### src/hw/jtp_pkg.sv
// shared constants, types and helpers of the four-wire test port block
// assumes one core clock; tap pins arrive asynchronous and are filtered inside
package jtp_pkg;

   // instruction codes, four bits wide
   localparam logic [3:0] IR_EXTEST    = 4'h0;
   localparam logic [3:0] IR_IDCODE    = 4'h1;
   localparam logic [3:0] IR_SAMPLE    = 4'h2;
   localparam logic [3:0] IR_PROG      = 4'h5; // programming command path
   localparam logic [3:0] IR_HIDDEN_A  = 4'h8; // hidden_debug_op_a: message channel
   localparam logic [3:0] IR_HIDDEN_B  = 4'h9; // hidden_debug_op_b: access enable
   localparam logic [3:0] IR_HIDDEN_C  = 4'hA; // hidden_debug_op_c
   localparam logic [3:0] IR_HIDDEN_D  = 4'hB; // hidden_debug_op_d
   localparam logic [3:0] IR_CORE_RST  = 4'hC; // core_reset_instruction
   localparam logic [3:0] IR_BYPASS    = 4'hF;
   localparam logic [3:0] IR_CAPTURE   = 4'h1; // fixed capture pattern

   // data register lengths
   localparam int ID_LEN   = 32;
   localparam int MSG_LEN  = 9;
   localparam int ACC_LEN  = 1;
   localparam int PRG_LEN  = 4;
   localparam int RST_LEN  = 1;
   localparam int BYP_LEN  = 1;

   // programming commands
   localparam logic [3:0] PCMD_ERASE    = 4'h1;
   localparam logic [3:0] PCMD_FLASH    = 4'h2;
   localparam logic [3:0] PCMD_EEPROM   = 4'h3;
   localparam logic [3:0] PCMD_FUSE     = 4'h4;
   localparam logic [3:0] PCMD_LOCK     = 4'h5;
   localparam logic [3:0] PCMD_DBG_FUSE = 4'h6;

   // reset values
   localparam logic [3:0] LINK_IDLE = 4'h5; // tck 0, tms 1, tdi 0, rst_n 1
   localparam logic [7:0] MSG_RST   = 8'h00;

   typedef enum {
      TAP_RESET, TAP_IDLE, TAP_SEL_DR, TAP_CAP_DR, TAP_SH_DR, TAP_EX1_DR,
      TAP_PA_DR, TAP_EX2_DR, TAP_UPD_DR, TAP_SEL_IR, TAP_CAP_IR, TAP_SH_IR,
      TAP_EX1_IR, TAP_PA_IR, TAP_EX2_IR, TAP_UPD_IR
   } jtp_tap_t;

   typedef enum {DR_BYP, DR_ID, DR_BSC, DR_RST, DR_MSG, DR_ACC, DR_PRG} jtp_dr_t;

   // tap pins plus external reset pin
   typedef struct packed {
      logic tck;
      logic tms;
      logic tdi;
      logic rst_n;
   } jtp_link_t;

   // processor access to the shared message location
   typedef struct packed {
      logic       wr;
      logic       rd;
      logic [7:0] wdata;
   } jtp_cpu_req_t;

   // sixteen-state controller step, taken on a rising tck
   function automatic jtp_tap_t tap_next(jtp_tap_t s, logic m);
      case (s)
         TAP_RESET:  tap_next = m ? TAP_RESET  : TAP_IDLE;
         TAP_IDLE:   tap_next = m ? TAP_SEL_DR : TAP_IDLE;
         TAP_SEL_DR: tap_next = m ? TAP_SEL_IR : TAP_CAP_DR;
         TAP_CAP_DR: tap_next = m ? TAP_EX1_DR : TAP_SH_DR;
         TAP_SH_DR:  tap_next = m ? TAP_EX1_DR : TAP_SH_DR;
         TAP_EX1_DR: tap_next = m ? TAP_UPD_DR : TAP_PA_DR;
         TAP_PA_DR:  tap_next = m ? TAP_EX2_DR : TAP_PA_DR;
         TAP_EX2_DR: tap_next = m ? TAP_UPD_DR : TAP_SH_DR;
         TAP_UPD_DR: tap_next = m ? TAP_SEL_DR : TAP_IDLE;
         TAP_SEL_IR: tap_next = m ? TAP_RESET  : TAP_CAP_IR;
         TAP_CAP_IR: tap_next = m ? TAP_EX1_IR : TAP_SH_IR;
         TAP_SH_IR:  tap_next = m ? TAP_EX1_IR : TAP_SH_IR;
         TAP_EX1_IR: tap_next = m ? TAP_UPD_IR : TAP_PA_IR;
         TAP_PA_IR:  tap_next = m ? TAP_EX2_IR : TAP_PA_IR;
         TAP_EX2_IR: tap_next = m ? TAP_UPD_IR : TAP_SH_IR;
         TAP_UPD_IR: tap_next = m ? TAP_SEL_DR : TAP_IDLE;
         default:    tap_next = TAP_RESET;
      endcase
   endfunction

endpackage

### src/hw/jtp_fifo.sv
// flip-flop fifo with valid/ready on both sides
// assumes depth is a power of two; one clock, synchronous reset
`timescale 1ns/1ps
module jtp_fifo #(
   parameter int W = 8,
   parameter int D = 32
) (
   input  logic         clk,
   input  logic         rst,
   input  logic         in_valid,
   input  logic [W-1:0] in_data,
   output logic         in_ready,
   output logic         out_valid,
   output logic [W-1:0] out_data,
   input  logic         out_ready
);
   import jtp_pkg::*;

   localparam int AW = $clog2(D);

   logic [W-1:0] mem_r [D];   // storage
   logic [AW-1:0] wp_r;       // write index
   logic [AW-1:0] rp_r;       // read index
   logic [AW:0]   cnt_r;      // fill level
   logic          push;
   logic          pop;

   assign in_ready  = (cnt_r != (AW+1)'(D)); // full once the level reaches depth
   assign out_valid = (cnt_r != '0);
   assign out_data  = mem_r[rp_r];
   assign push      = in_valid & in_ready;
   assign pop       = out_valid & out_ready;

   ////////////////////////////////////////////////////////////////////
   // storage, no reset needed on data
   always_ff @(posedge clk) begin
      if (push) begin
         mem_r[wp_r] <= in_data;
      end
   end

   // pointers wrap naturally at the power-of-two depth
   always_ff @(posedge clk) begin
      if (rst) begin
         wp_r <= '0;
         rp_r <= '0;
      end else begin
         if (push) begin
            wp_r <= wp_r + 1'h1;
         end
         if (pop) begin
            rp_r <= rp_r + 1'h1;
         end
      end
   end

   // fill level
   always_ff @(posedge clk) begin
      if (rst) begin
         cnt_r <= '0;
      end else if (push && !pop) begin
         cnt_r <= cnt_r + 1'h1;
      end else if (pop && !push) begin
         cnt_r <= cnt_r - 1'h1;
      end
   end
endmodule

### src/hw/jtp_port.sv
// four-wire test access port with boundary scan and debug message channel
// assumes tap pins and reset pin asynchronous, fuses and cpu bus on clk
// What this block does
// - codes 8 and 9 reach hidden debug
// - port alone programs flash, eeprom, fuses, locks
// - locked part refuses debug fuse until erase
// - cpu write stores byte, sets dirty
// - cpu read gives dirty plus seven bits
// - shared address reaches channel only when enabled
// - idcode is default after tap reset
// - idcode, bypass, sample, extest, core reset
// - core reset floats pin outputs at once, except under extest
// - core reset from pin or reset instruction
// - extest drives latched values immediately
// - sample snapshots pins during normal operation
// - scan needs clk running, tck below a quarter of its rate
// - chain covers digital pins and analog edge
// - bypass stage cleared on capture
`timescale 1ns/1ps
module jtp_port #(
   parameter int          NPIN     = 8,
   parameter int          NANA     = 2,
   parameter int          MSG_DEPTH = 32,
   parameter logic [31:0] ID_VALUE = 32'h0000_0001 // arbitrary, lsb fixed at one
) (
   input  logic                 clk,
   input  logic                 rst,
   input  jtp_pkg::jtp_link_t   link_in,
   output logic                 tdo,
   output logic                 tdo_oe,
   input  logic                 test_port_enable_fuse,
   input  logic                 test_port_disable_bit,
   input  logic                 debug_enable_fuse,
   input  logic                 lock_bit_one,
   input  logic                 lock_bit_two,
   input  jtp_pkg::jtp_cpu_req_t cpu_req,
   input  logic                 cpu_msg_sel,
   output logic                 cpu_wr_ready,
   output logic [7:0]           cpu_rdata,
   output logic                 std_io_wr,
   output logic                 std_io_rd,
   input  logic [7:0]           std_io_rdata,
   output logic                 core_reset,
   input  logic [NPIN-1:0]      core_out,
   input  logic [NPIN-1:0]      core_oe,
   input  logic [NPIN-1:0]      pin_in,
   output logic [NPIN-1:0]      pin_out,
   output logic [NPIN-1:0]      pin_oe,
   input  logic [NANA-1:0]      ana_core,
   output logic [NANA-1:0]      ana_ctl,
   output logic [3:0]           prog_cmd,
   output logic                 prog_stb
);
   import jtp_pkg::*;

   localparam int SW  = 4 + NPIN;                 // synchronised bits
   localparam int BSL = 3 * NPIN + NANA;          // boundary chain length
   localparam int DW  = (BSL > ID_LEN) ? BSL : ID_LEN;

   logic [SW-1:0]  s1_r, s2_r, s3_r;  // three-stage pin synchroniser
   logic [SW-1:0]  f_r;               // agreed level
   jtp_link_t      link_f;            // filtered tap pins
   logic [NPIN-1:0] pin_f;            // filtered pad levels
   logic           tck_q_r;           // previous tck for edges
   logic           tck_rise, tck_fall;
   logic           port_act;          // tap allowed to run
   jtp_tap_t       state_r;           // controller state
   logic [3:0]     ir_r, ir_sh_r;     // instruction and its shifter
   jtp_dr_t        dr_sel;            // selected data register
   logic [DW-1:0]  dr_sh_r, dr_cap, dr_shift_nxt;
   logic [BSL-1:0] upd_r;             // boundary update latches
   logic           rst_dr_r;          // reset data register
   logic           acc_en_r;          // debugger opened the channel
   logic [7:0]     msg_r;             // message byte
   logic           dirty_r;           // register_dirty_flag
   logic           locked, ocd_ok, extest, route;
   logic           upd_dr, core_rst_nxt, dbg_clr;
   logic           erased_r, refused_r;
   logic           tdo_r, tdo_oe_r, core_reset_r, prog_stb_r;
   logic [3:0]     prog_cmd_r;
   logic [7:0]     cpu_rdata_r;
   logic [NPIN-1:0] pin_out_r, pin_oe_r;
   logic [NANA-1:0] ana_ctl_r;
   logic           f_valid, f_pop, push;
   logic [7:0]     f_data;

   // length of each data register, used to place tdi during shift
   function automatic int dr_len(jtp_dr_t d);
      case (d)
         DR_ID:   dr_len = ID_LEN;
         DR_BSC:  dr_len = BSL;
         DR_RST:  dr_len = RST_LEN;
         DR_MSG:  dr_len = MSG_LEN;
         DR_ACC:  dr_len = ACC_LEN;
         DR_PRG:  dr_len = PRG_LEN;
         default: dr_len = BYP_LEN;
      endcase
   endfunction

   ////////////////////////////////////////////////////////////////////
   // pin synchroniser: a change counts once stages two and three agree
   always_ff @(posedge clk) begin
      if (rst) begin
         s1_r <= {{NPIN{1'h0}}, LINK_IDLE};
         s2_r <= {{NPIN{1'h0}}, LINK_IDLE};
         s3_r <= {{NPIN{1'h0}}, LINK_IDLE};
         f_r  <= {{NPIN{1'h0}}, LINK_IDLE};
         tck_q_r <= 1'h0;
      end else begin
         s1_r <= {pin_in, link_in};
         s2_r <= s1_r;
         s3_r <= s2_r;
         f_r  <= (s2_r & s3_r) | (f_r & (s2_r | s3_r));
         tck_q_r <= f_r[3];
      end
   end

   assign link_f   = jtp_link_t'(f_r[3:0]);
   assign pin_f    = f_r[SW-1:4];
   // tck sampled by clk: it must stay below a quarter of the clk rate
   assign tck_rise = link_f.tck & ~tck_q_r;
   assign tck_fall = ~link_f.tck & tck_q_r;
   assign port_act = test_port_enable_fuse & ~test_port_disable_bit;
   assign locked   = lock_bit_one | lock_bit_two;
   assign ocd_ok   = debug_enable_fuse & ~locked;
   assign extest   = port_act & (ir_r == IR_EXTEST);

   ////////////////////////////////////////////////////////////////////
   // controller: tms taken on rising tck, held in reset while disabled
   always_ff @(posedge clk) begin
      if (rst || !port_act) begin
         state_r <= TAP_RESET;
      end else if (tck_rise) begin
         state_r <= tap_next(state_r, link_f.tms);
      end
   end

   // instruction register, idcode whenever the controller is in reset
   always_ff @(posedge clk) begin
      if (rst || state_r == TAP_RESET) begin
         ir_r    <= IR_IDCODE;
         ir_sh_r <= IR_CAPTURE;
      end else if (tck_rise && state_r == TAP_CAP_IR) begin
         ir_sh_r <= IR_CAPTURE;
      end else if (tck_rise && state_r == TAP_SH_IR) begin
         ir_sh_r <= {link_f.tdi, ir_sh_r[3:1]};
      end else if (tck_fall && state_r == TAP_UPD_IR) begin
         ir_r <= ir_sh_r;
      end
   end

   // decode: hidden codes need the debug system, unknown codes bypass
   always_comb begin
      case (ir_r)
         IR_EXTEST, IR_SAMPLE: dr_sel = DR_BSC;
         IR_IDCODE:   dr_sel = DR_ID;
         IR_CORE_RST: dr_sel = DR_RST;
         IR_PROG:     dr_sel = DR_PRG;
         IR_HIDDEN_A: dr_sel = ocd_ok ? DR_MSG : DR_BYP;
         IR_HIDDEN_B: dr_sel = ocd_ok ? DR_ACC : DR_BYP;
         default:     dr_sel = DR_BYP;
      endcase
   end

   ////////////////////////////////////////////////////////////////////
   // capture values per register
   always_comb begin
      dr_cap = '0;
      case (dr_sel)
         DR_ID:   dr_cap[ID_LEN-1:0] = ID_VALUE;
         // pads, core outputs, core enables, analog controls
         DR_BSC:  dr_cap[BSL-1:0] = {ana_core, core_oe, core_out, pin_f};
         DR_RST:  dr_cap[0] = rst_dr_r;
         DR_MSG:  dr_cap[MSG_LEN-1:0] = {dirty_r, msg_r};
         DR_ACC:  dr_cap[0] = acc_en_r;
         DR_PRG:  dr_cap[PRG_LEN-1:0] = {2'h0, refused_r, erased_r};
         default: dr_cap[0] = 1'h0;
      endcase
   end

   // tdi enters at the top bit of the selected length
   always_comb begin
      dr_shift_nxt = {1'h0, dr_sh_r[DW-1:1]};
      dr_shift_nxt[dr_len(dr_sel)-1] = link_f.tdi;
   end

   // shared data shifter
   always_ff @(posedge clk) begin
      if (rst) begin
         dr_sh_r <= '0;
      end else if (tck_rise && state_r == TAP_CAP_DR) begin
         dr_sh_r <= dr_cap;
      end else if (tck_rise && state_r == TAP_SH_DR) begin
         dr_sh_r <= dr_shift_nxt;
      end
   end

   assign upd_dr = tck_fall & (state_r == TAP_UPD_DR);

   // boundary latches, loaded by both sample and extest (preload)
   always_ff @(posedge clk) begin
      if (rst) begin
         upd_r <= '0;
      end else if (upd_dr && dr_sel == DR_BSC) begin
         upd_r <= dr_sh_r[BSL-1:0];
      end
   end

   // single-bit registers written by update
   always_ff @(posedge clk) begin
      if (rst) begin
         rst_dr_r <= 1'h0;
         acc_en_r <= 1'h0;
      end else if (upd_dr) begin
         if (dr_sel == DR_RST) begin
            rst_dr_r <= dr_sh_r[0];
         end
         if (dr_sel == DR_ACC) begin
            acc_en_r <= dr_sh_r[0];
         end
      end
   end

   // tdo changes on falling tck, driven only while shifting
   always_ff @(posedge clk) begin
      if (rst || !port_act) begin
         tdo_r    <= 1'h0;
         tdo_oe_r <= 1'h0;
      end else if (tck_fall) begin
         tdo_r    <= (state_r == TAP_SH_IR) ? ir_sh_r[0] : dr_sh_r[0];
         tdo_oe_r <= (state_r == TAP_SH_IR) || (state_r == TAP_SH_DR);
      end
   end

   ////////////////////////////////////////////////////////////////////
   // programming path: needs only the four tap pins, no high voltage
   always_ff @(posedge clk) begin
      if (rst) begin
         prog_cmd_r <= 4'h0;
         prog_stb_r <= 1'h0;
         erased_r   <= 1'h0;
         refused_r  <= 1'h0;
      end else begin
         prog_stb_r <= 1'h0;
         if (upd_dr && dr_sel == DR_PRG) begin
            prog_cmd_r <= dr_sh_r[3:0];
            // a locked part keeps its debug fuse until erased
            if (dr_sh_r[3:0] == PCMD_DBG_FUSE && locked && !erased_r) begin
               refused_r <= 1'h1;
            end else begin
               prog_stb_r <= 1'h1;
               refused_r  <= 1'h0;
            end
            if (dr_sh_r[3:0] == PCMD_ERASE) begin
               erased_r <= 1'h1;
            end
         end
      end
   end

   ////////////////////////////////////////////////////////////////////
   // message channel: routed only when fuse and debugger allow
   assign route     = cpu_msg_sel & debug_enable_fuse & acc_en_r;
   assign push      = cpu_req.wr & route;
   assign std_io_wr = cpu_req.wr & cpu_msg_sel & ~route;
   assign std_io_rd = cpu_req.rd & cpu_msg_sel & ~route;
   // debugger update with bit zero set clears dirty after its read
   assign dbg_clr   = upd_dr & (dr_sel == DR_MSG) & dr_sh_r[0];
   // next byte moves up when the slot is free; set beats clear
   assign f_pop     = f_valid & (~dirty_r | dbg_clr);

   jtp_fifo #(.W(8), .D(MSG_DEPTH)) msg_fifo (
      .clk       (clk),
      .rst       (rst),
      .in_valid  (push),
      .in_data   (cpu_req.wdata),
      .in_ready  (cpu_wr_ready),
      .out_valid (f_valid),
      .out_data  (f_data),
      .out_ready (f_pop)
   );

   // message byte and dirty flag
   always_ff @(posedge clk) begin
      if (rst) begin
         msg_r   <= MSG_RST;
         dirty_r <= 1'h0;
      end else if (f_pop) begin
         msg_r   <= f_data;
         dirty_r <= 1'h1;
      end else if (dbg_clr) begin
         dirty_r <= 1'h0;
      end
   end

   // read data: dirty in the top bit
   always_ff @(posedge clk) begin
      if (rst) begin
         cpu_rdata_r <= 8'h00;
      end else if (cpu_req.rd && cpu_msg_sel) begin
         cpu_rdata_r <= route ? {dirty_r, msg_r[6:0]} : std_io_rdata;
      end
   end

   ////////////////////////////////////////////////////////////////////
   // core reset from pin or reset instruction
   assign core_rst_nxt = ~link_f.rst_n | (ir_r == IR_CORE_RST & rst_dr_r);

   always_ff @(posedge clk) begin
      if (rst) begin
         core_reset_r <= 1'h1;
      end else begin
         core_reset_r <= core_rst_nxt;
      end
   end

   // pad drivers: extest overrides, reset floats the outputs
   always_ff @(posedge clk) begin
      if (rst) begin
         pin_out_r <= '0;
         pin_oe_r  <= '0;
         ana_ctl_r <= '0;
      end else if (extest) begin
         pin_out_r <= upd_r[2*NPIN-1:NPIN];
         pin_oe_r  <= upd_r[3*NPIN-1:2*NPIN];
         ana_ctl_r <= upd_r[BSL-1:3*NPIN];
      end else begin
         pin_out_r <= core_out;
         pin_oe_r  <= core_rst_nxt ? '0 : core_oe;
         ana_ctl_r <= ana_core;
      end
   end

   assign tdo        = tdo_r;
   assign tdo_oe     = tdo_oe_r;
   assign core_reset = core_reset_r;
   assign pin_out    = pin_out_r;
   assign pin_oe     = pin_oe_r;
   assign ana_ctl    = ana_ctl_r;
   assign prog_cmd   = prog_cmd_r;
   assign prog_stb   = prog_stb_r;
   assign cpu_rdata  = cpu_rdata_r;
endmodule

### config.mk
export PLATFORM = sky130hd
export DESIGN_NAME = jtp_port
export DESIGN_NICKNAME = d
export VERILOG_FILES = /design/src/hw/jtp_pkg.sv /design/src/hw/jtp_fifo.sv /design/src/hw/jtp_port.sv
export SDC_FILE = /design/constraint.sdc
export NUM_CORES = 1
export LEC_CHECK = 0
export ABC_AREA = 1
export BUFFER_PORTS_ARGS = -buffer_cell sky130_fd_sc_hd__buf_2
export CORE_UTILIZATION = 60
export CTS_CLUSTER_SIZE = 14
export DETAILED_ROUTE_END_ITERATION = 10
export GPL_ROUTABILITY_DRIVEN = 0
export GPL_TIMING_DRIVEN = 0
export PLACE_DENSITY = 0.83
export SLEW_MARGIN = 20
export SYNTH_ARGS = -nofsm -noshare
export SYNTH_HDL_FRONTEND = slang
export SYNTH_HIERARCHICAL = 1
export SYNTH_SLANG_ARGS = --single-unit
### constraint.sdc
create_clock -name clk -period 2.85 [get_ports clk]
set_clock_uncertainty 0.1 [all_clocks]
set_input_delay 0.285 -clock clk [delete_from_list [all_inputs] [get_ports clk]]
set_output_delay 0.285 -clock clk [all_outputs]
set_load 0.02 [all_outputs]
==> results_dict.tcl <==
set metrics [dict create \
    worst_slack_ns 0.0606 \
    clkLatencyLatePin_ns 0.54 \
    seqCellArea_mm2 0.0113 \
    die_x_um 175 \
    netlist_instances 1854 \
    grt_pass1_vias 13900 \
    hpwl_um 30600 \
    grt_overflow_total 0 \
    numCtsBuffers 43 \
    wirelength_um 48500 \
    max_freq_ghz 0.358 \
    port_buffers 92 \
    drive_above_1_share 0.145 \
    hold_viol 0 \
    drt-pass1-iter-count 6 \
    die-height_um 175 \
    clkTransAtPathRegs_ns 0.06 \
    post-route-min-period_ns 2.79 \
    nNetsFinal 2095 \
    fin_area_mm2 0.0208 \
    finalSetupViolCount 0 \
    drv_cap 0 \
    crit_path_start_kind "register" \
    endpoint_kind "register" \
    antenna_found_initial 0 \
    cts_tree "yes" \
    grt_max_degree 33 \
    ys.flop_type "edfxtp_1" \
    num_io_pins 93 \
    clock-sinks 435 \
    worstHoldPathType "input pin to register" \
    power.density_mw_per_mm2 791 \
    arrival_ns 3.13 \
    antenna_cells 0 \
    tightest_slew_ns 0.867 \
    postRouteAntennaNets 0 \
    dieArea_mm2 0.0306 \
    grt_first_pass_wirelength_um 73400 \
    critPathKind "register to register" \
    crit_required_ns 3.20 \
    dr.first_iter.drc_count 2190 \
    drc 0 \
    synth_seq_cells 435 \
    finalSetupTns_ns 0 \
    fp-row-count 62 \
    syn2layout_area_growth_pct 16.0 \
    avgSynthCellArea_um2 9.68 \
    final_cells 2443 \
    slew_viol_final 0 \
    crit_buf_inv 3 \
    ys.warnings.count 6 \
    ys_async_sr_fraction 0 \
    fill_cells 1941 \
    design.core.area_mm2 0.0291 \
    vdd_drop_max_mv 0.679 \
    fin_util 0.716 \
    synth_fp_nets 1923 \
    synth-edff-count 256 \
    initial_core_util 0.617 \
    worst_path_max_delay_cell "dfxtp_1" \
    root_buffer "clkbuf_16" \
    status "completed" \
    routedWlPerCell_um 19.9 \
    total_power_mw 16.5 \
    fin_crit_sh 0.979 \
    multi_input_area_mm2 0.00574 \
    syn_area_mm2 0.0179 \
    dp.cells 2330 \
    fin_hold_ws_ns 0.0211 \
    viasPerCell 6.06 \
    p_leak_nw 8.19 \
    crit_family "simple AND/OR/NAND/NOR gates" \
    ys_seq_area_frac 0.628 \
    netlist-cell-type-count 46 \
    place_ws_ns -0.274 \
    crit_path_cell_trace "nand3_1, nor2_1, nand2_1, inv_1, ha_4, inv_2, ha_1, a21oi_1, o21ai_1, xor2_1, o21ai_1, inv_1" \
    ff2ff_setup_slack_ns 0.06 \
    slew-limit-headroom 0.419 \
    cpPeakStageDelay_ns 0.40 \
    worst-path-max-fanout 5 \
    dpl_cell_area_mm2 0.0190 \
    vias 14800 \
    clockBufferDepth 3 \
    h-tree-depth 2 \
    grt_use_total 0.311 \
]
==> worst paths after layout <==
check	start	end	cells after the start
max	acc_en_r	msg_fifo/cnt_r[4]	12
min	std_io_rdata[4]	cpu_rdata[4]	3
max reg2reg	acc_en_r	msg_fifo/cnt_r[4]	12
min reg2reg	s1_r[2]	s2_r[2]	1
==> placed cells by master (no fill, tap or decap), types with 13 or more instances in the layout <==
| master | count |
|---|---|
| a21oi_1 | 93 |
| buf_2 | 123 |
| buf_6 | 27 |
| clkbuf_1 | 36 |
| clkbuf_16 | 44 |
| dfxtp_1 | 178 |
| dlygate4sd3_1 | 33 |
| edfxtp_1 | 256 |
| inv_1 | 120 |
| nand2_1 | 471 |
| nand3_1 | 230 |
| nor2_1 | 133 |
| nor3_2 | 33 |
| o211ai_1 | 13 |
| o21ai_0 | 115 |
==> cell usage after synthesis (13+ instances only) <==
cell type,number,share of area
o21ai_0,118,0.033
nor3_1,35,0.0098
edfxtp_1,256,0.43
clkbuf_1,26,0.0054
o211ai_1,13,0.0054
a21oi_1,93,0.026
buf_2,31,0.0086
nand3_1,231,0.064
buf_6,27,0.017
nand2_1,473,0.099
inv_1,122,0.026
dfxtp_1,179,0.20
nor2_1,134,0.028
==> where the power goes <==
group / switching (mW) / internal [mW] / leakage [nW]
Combinational: 2.66 / 1.32 / 3.75
Clock: 2.34 / 3.23 / 0.680
Sequential: 0.115 / 6.81 / 3.76
Total: 5.11 / 11.4 / 8.19
==> final cells by class <==
class,instances,share of cell area
plain buffers,95,0.0298
well taps,384,0.0231
clock inverters,19,0.00895
multi-input cells,1188,0.276
inverters,136,0.0246
clock buffers,59,0.0576
flip-flops and latches,435,0.541
repair buffers,127,0.0387
==> registers in the layout (all words and copies together) (netlist names), 8 cells and up, named ones only <==
name	flops
f_r	12
pin_out	8
msg_fifo/mem_r	256
s3_r	12
pin_oe	8
dr_sh_r	32
s2_r	12
upd_r	18
cpu_rdata	8
s1_r	12
msg_r	8
==> what timing repair did <==
action | 4_1_cts | 5_1_grt
setup buffers | 1 | 1
hold endpoints to repair | 46 | 0
pin swaps | 1 | 3
hold buffers | 33 | 0
resized for setup | 7 | 11
setup endpoints to repair | 20 | 12
cloned | 0 | 0
==> tightest hold or removal path: cells and delay by family <==
kind                   cells  cell delay, ns
buffers and inverters      1            0.08
AOI/OAI and AO/OA          2            0.24
==> logic make-up after synthesis <==
group | Yosys count | share of synthesized area
DFF | 435 | 0.628
and+or+nand+nor | 908 | 0.216
xor gates and xnor gates | 7 | 0.00342
adders and majority gates | 13 | 0.00948
AOI/OAI and AO/OA | 260 | 0.0797
buffers and inverters | 231 | 0.0632
==> per-layer routing <==
metal	vias up	track usage	wire length, µm
met5	-	0	0
li1	6642	-	-
met4	0	0.143	2240
met3	214	0.0540	5040
met2	1015	0.529	23800
met1	6938	0.389	17500
(Power assumes the default switching activity.)
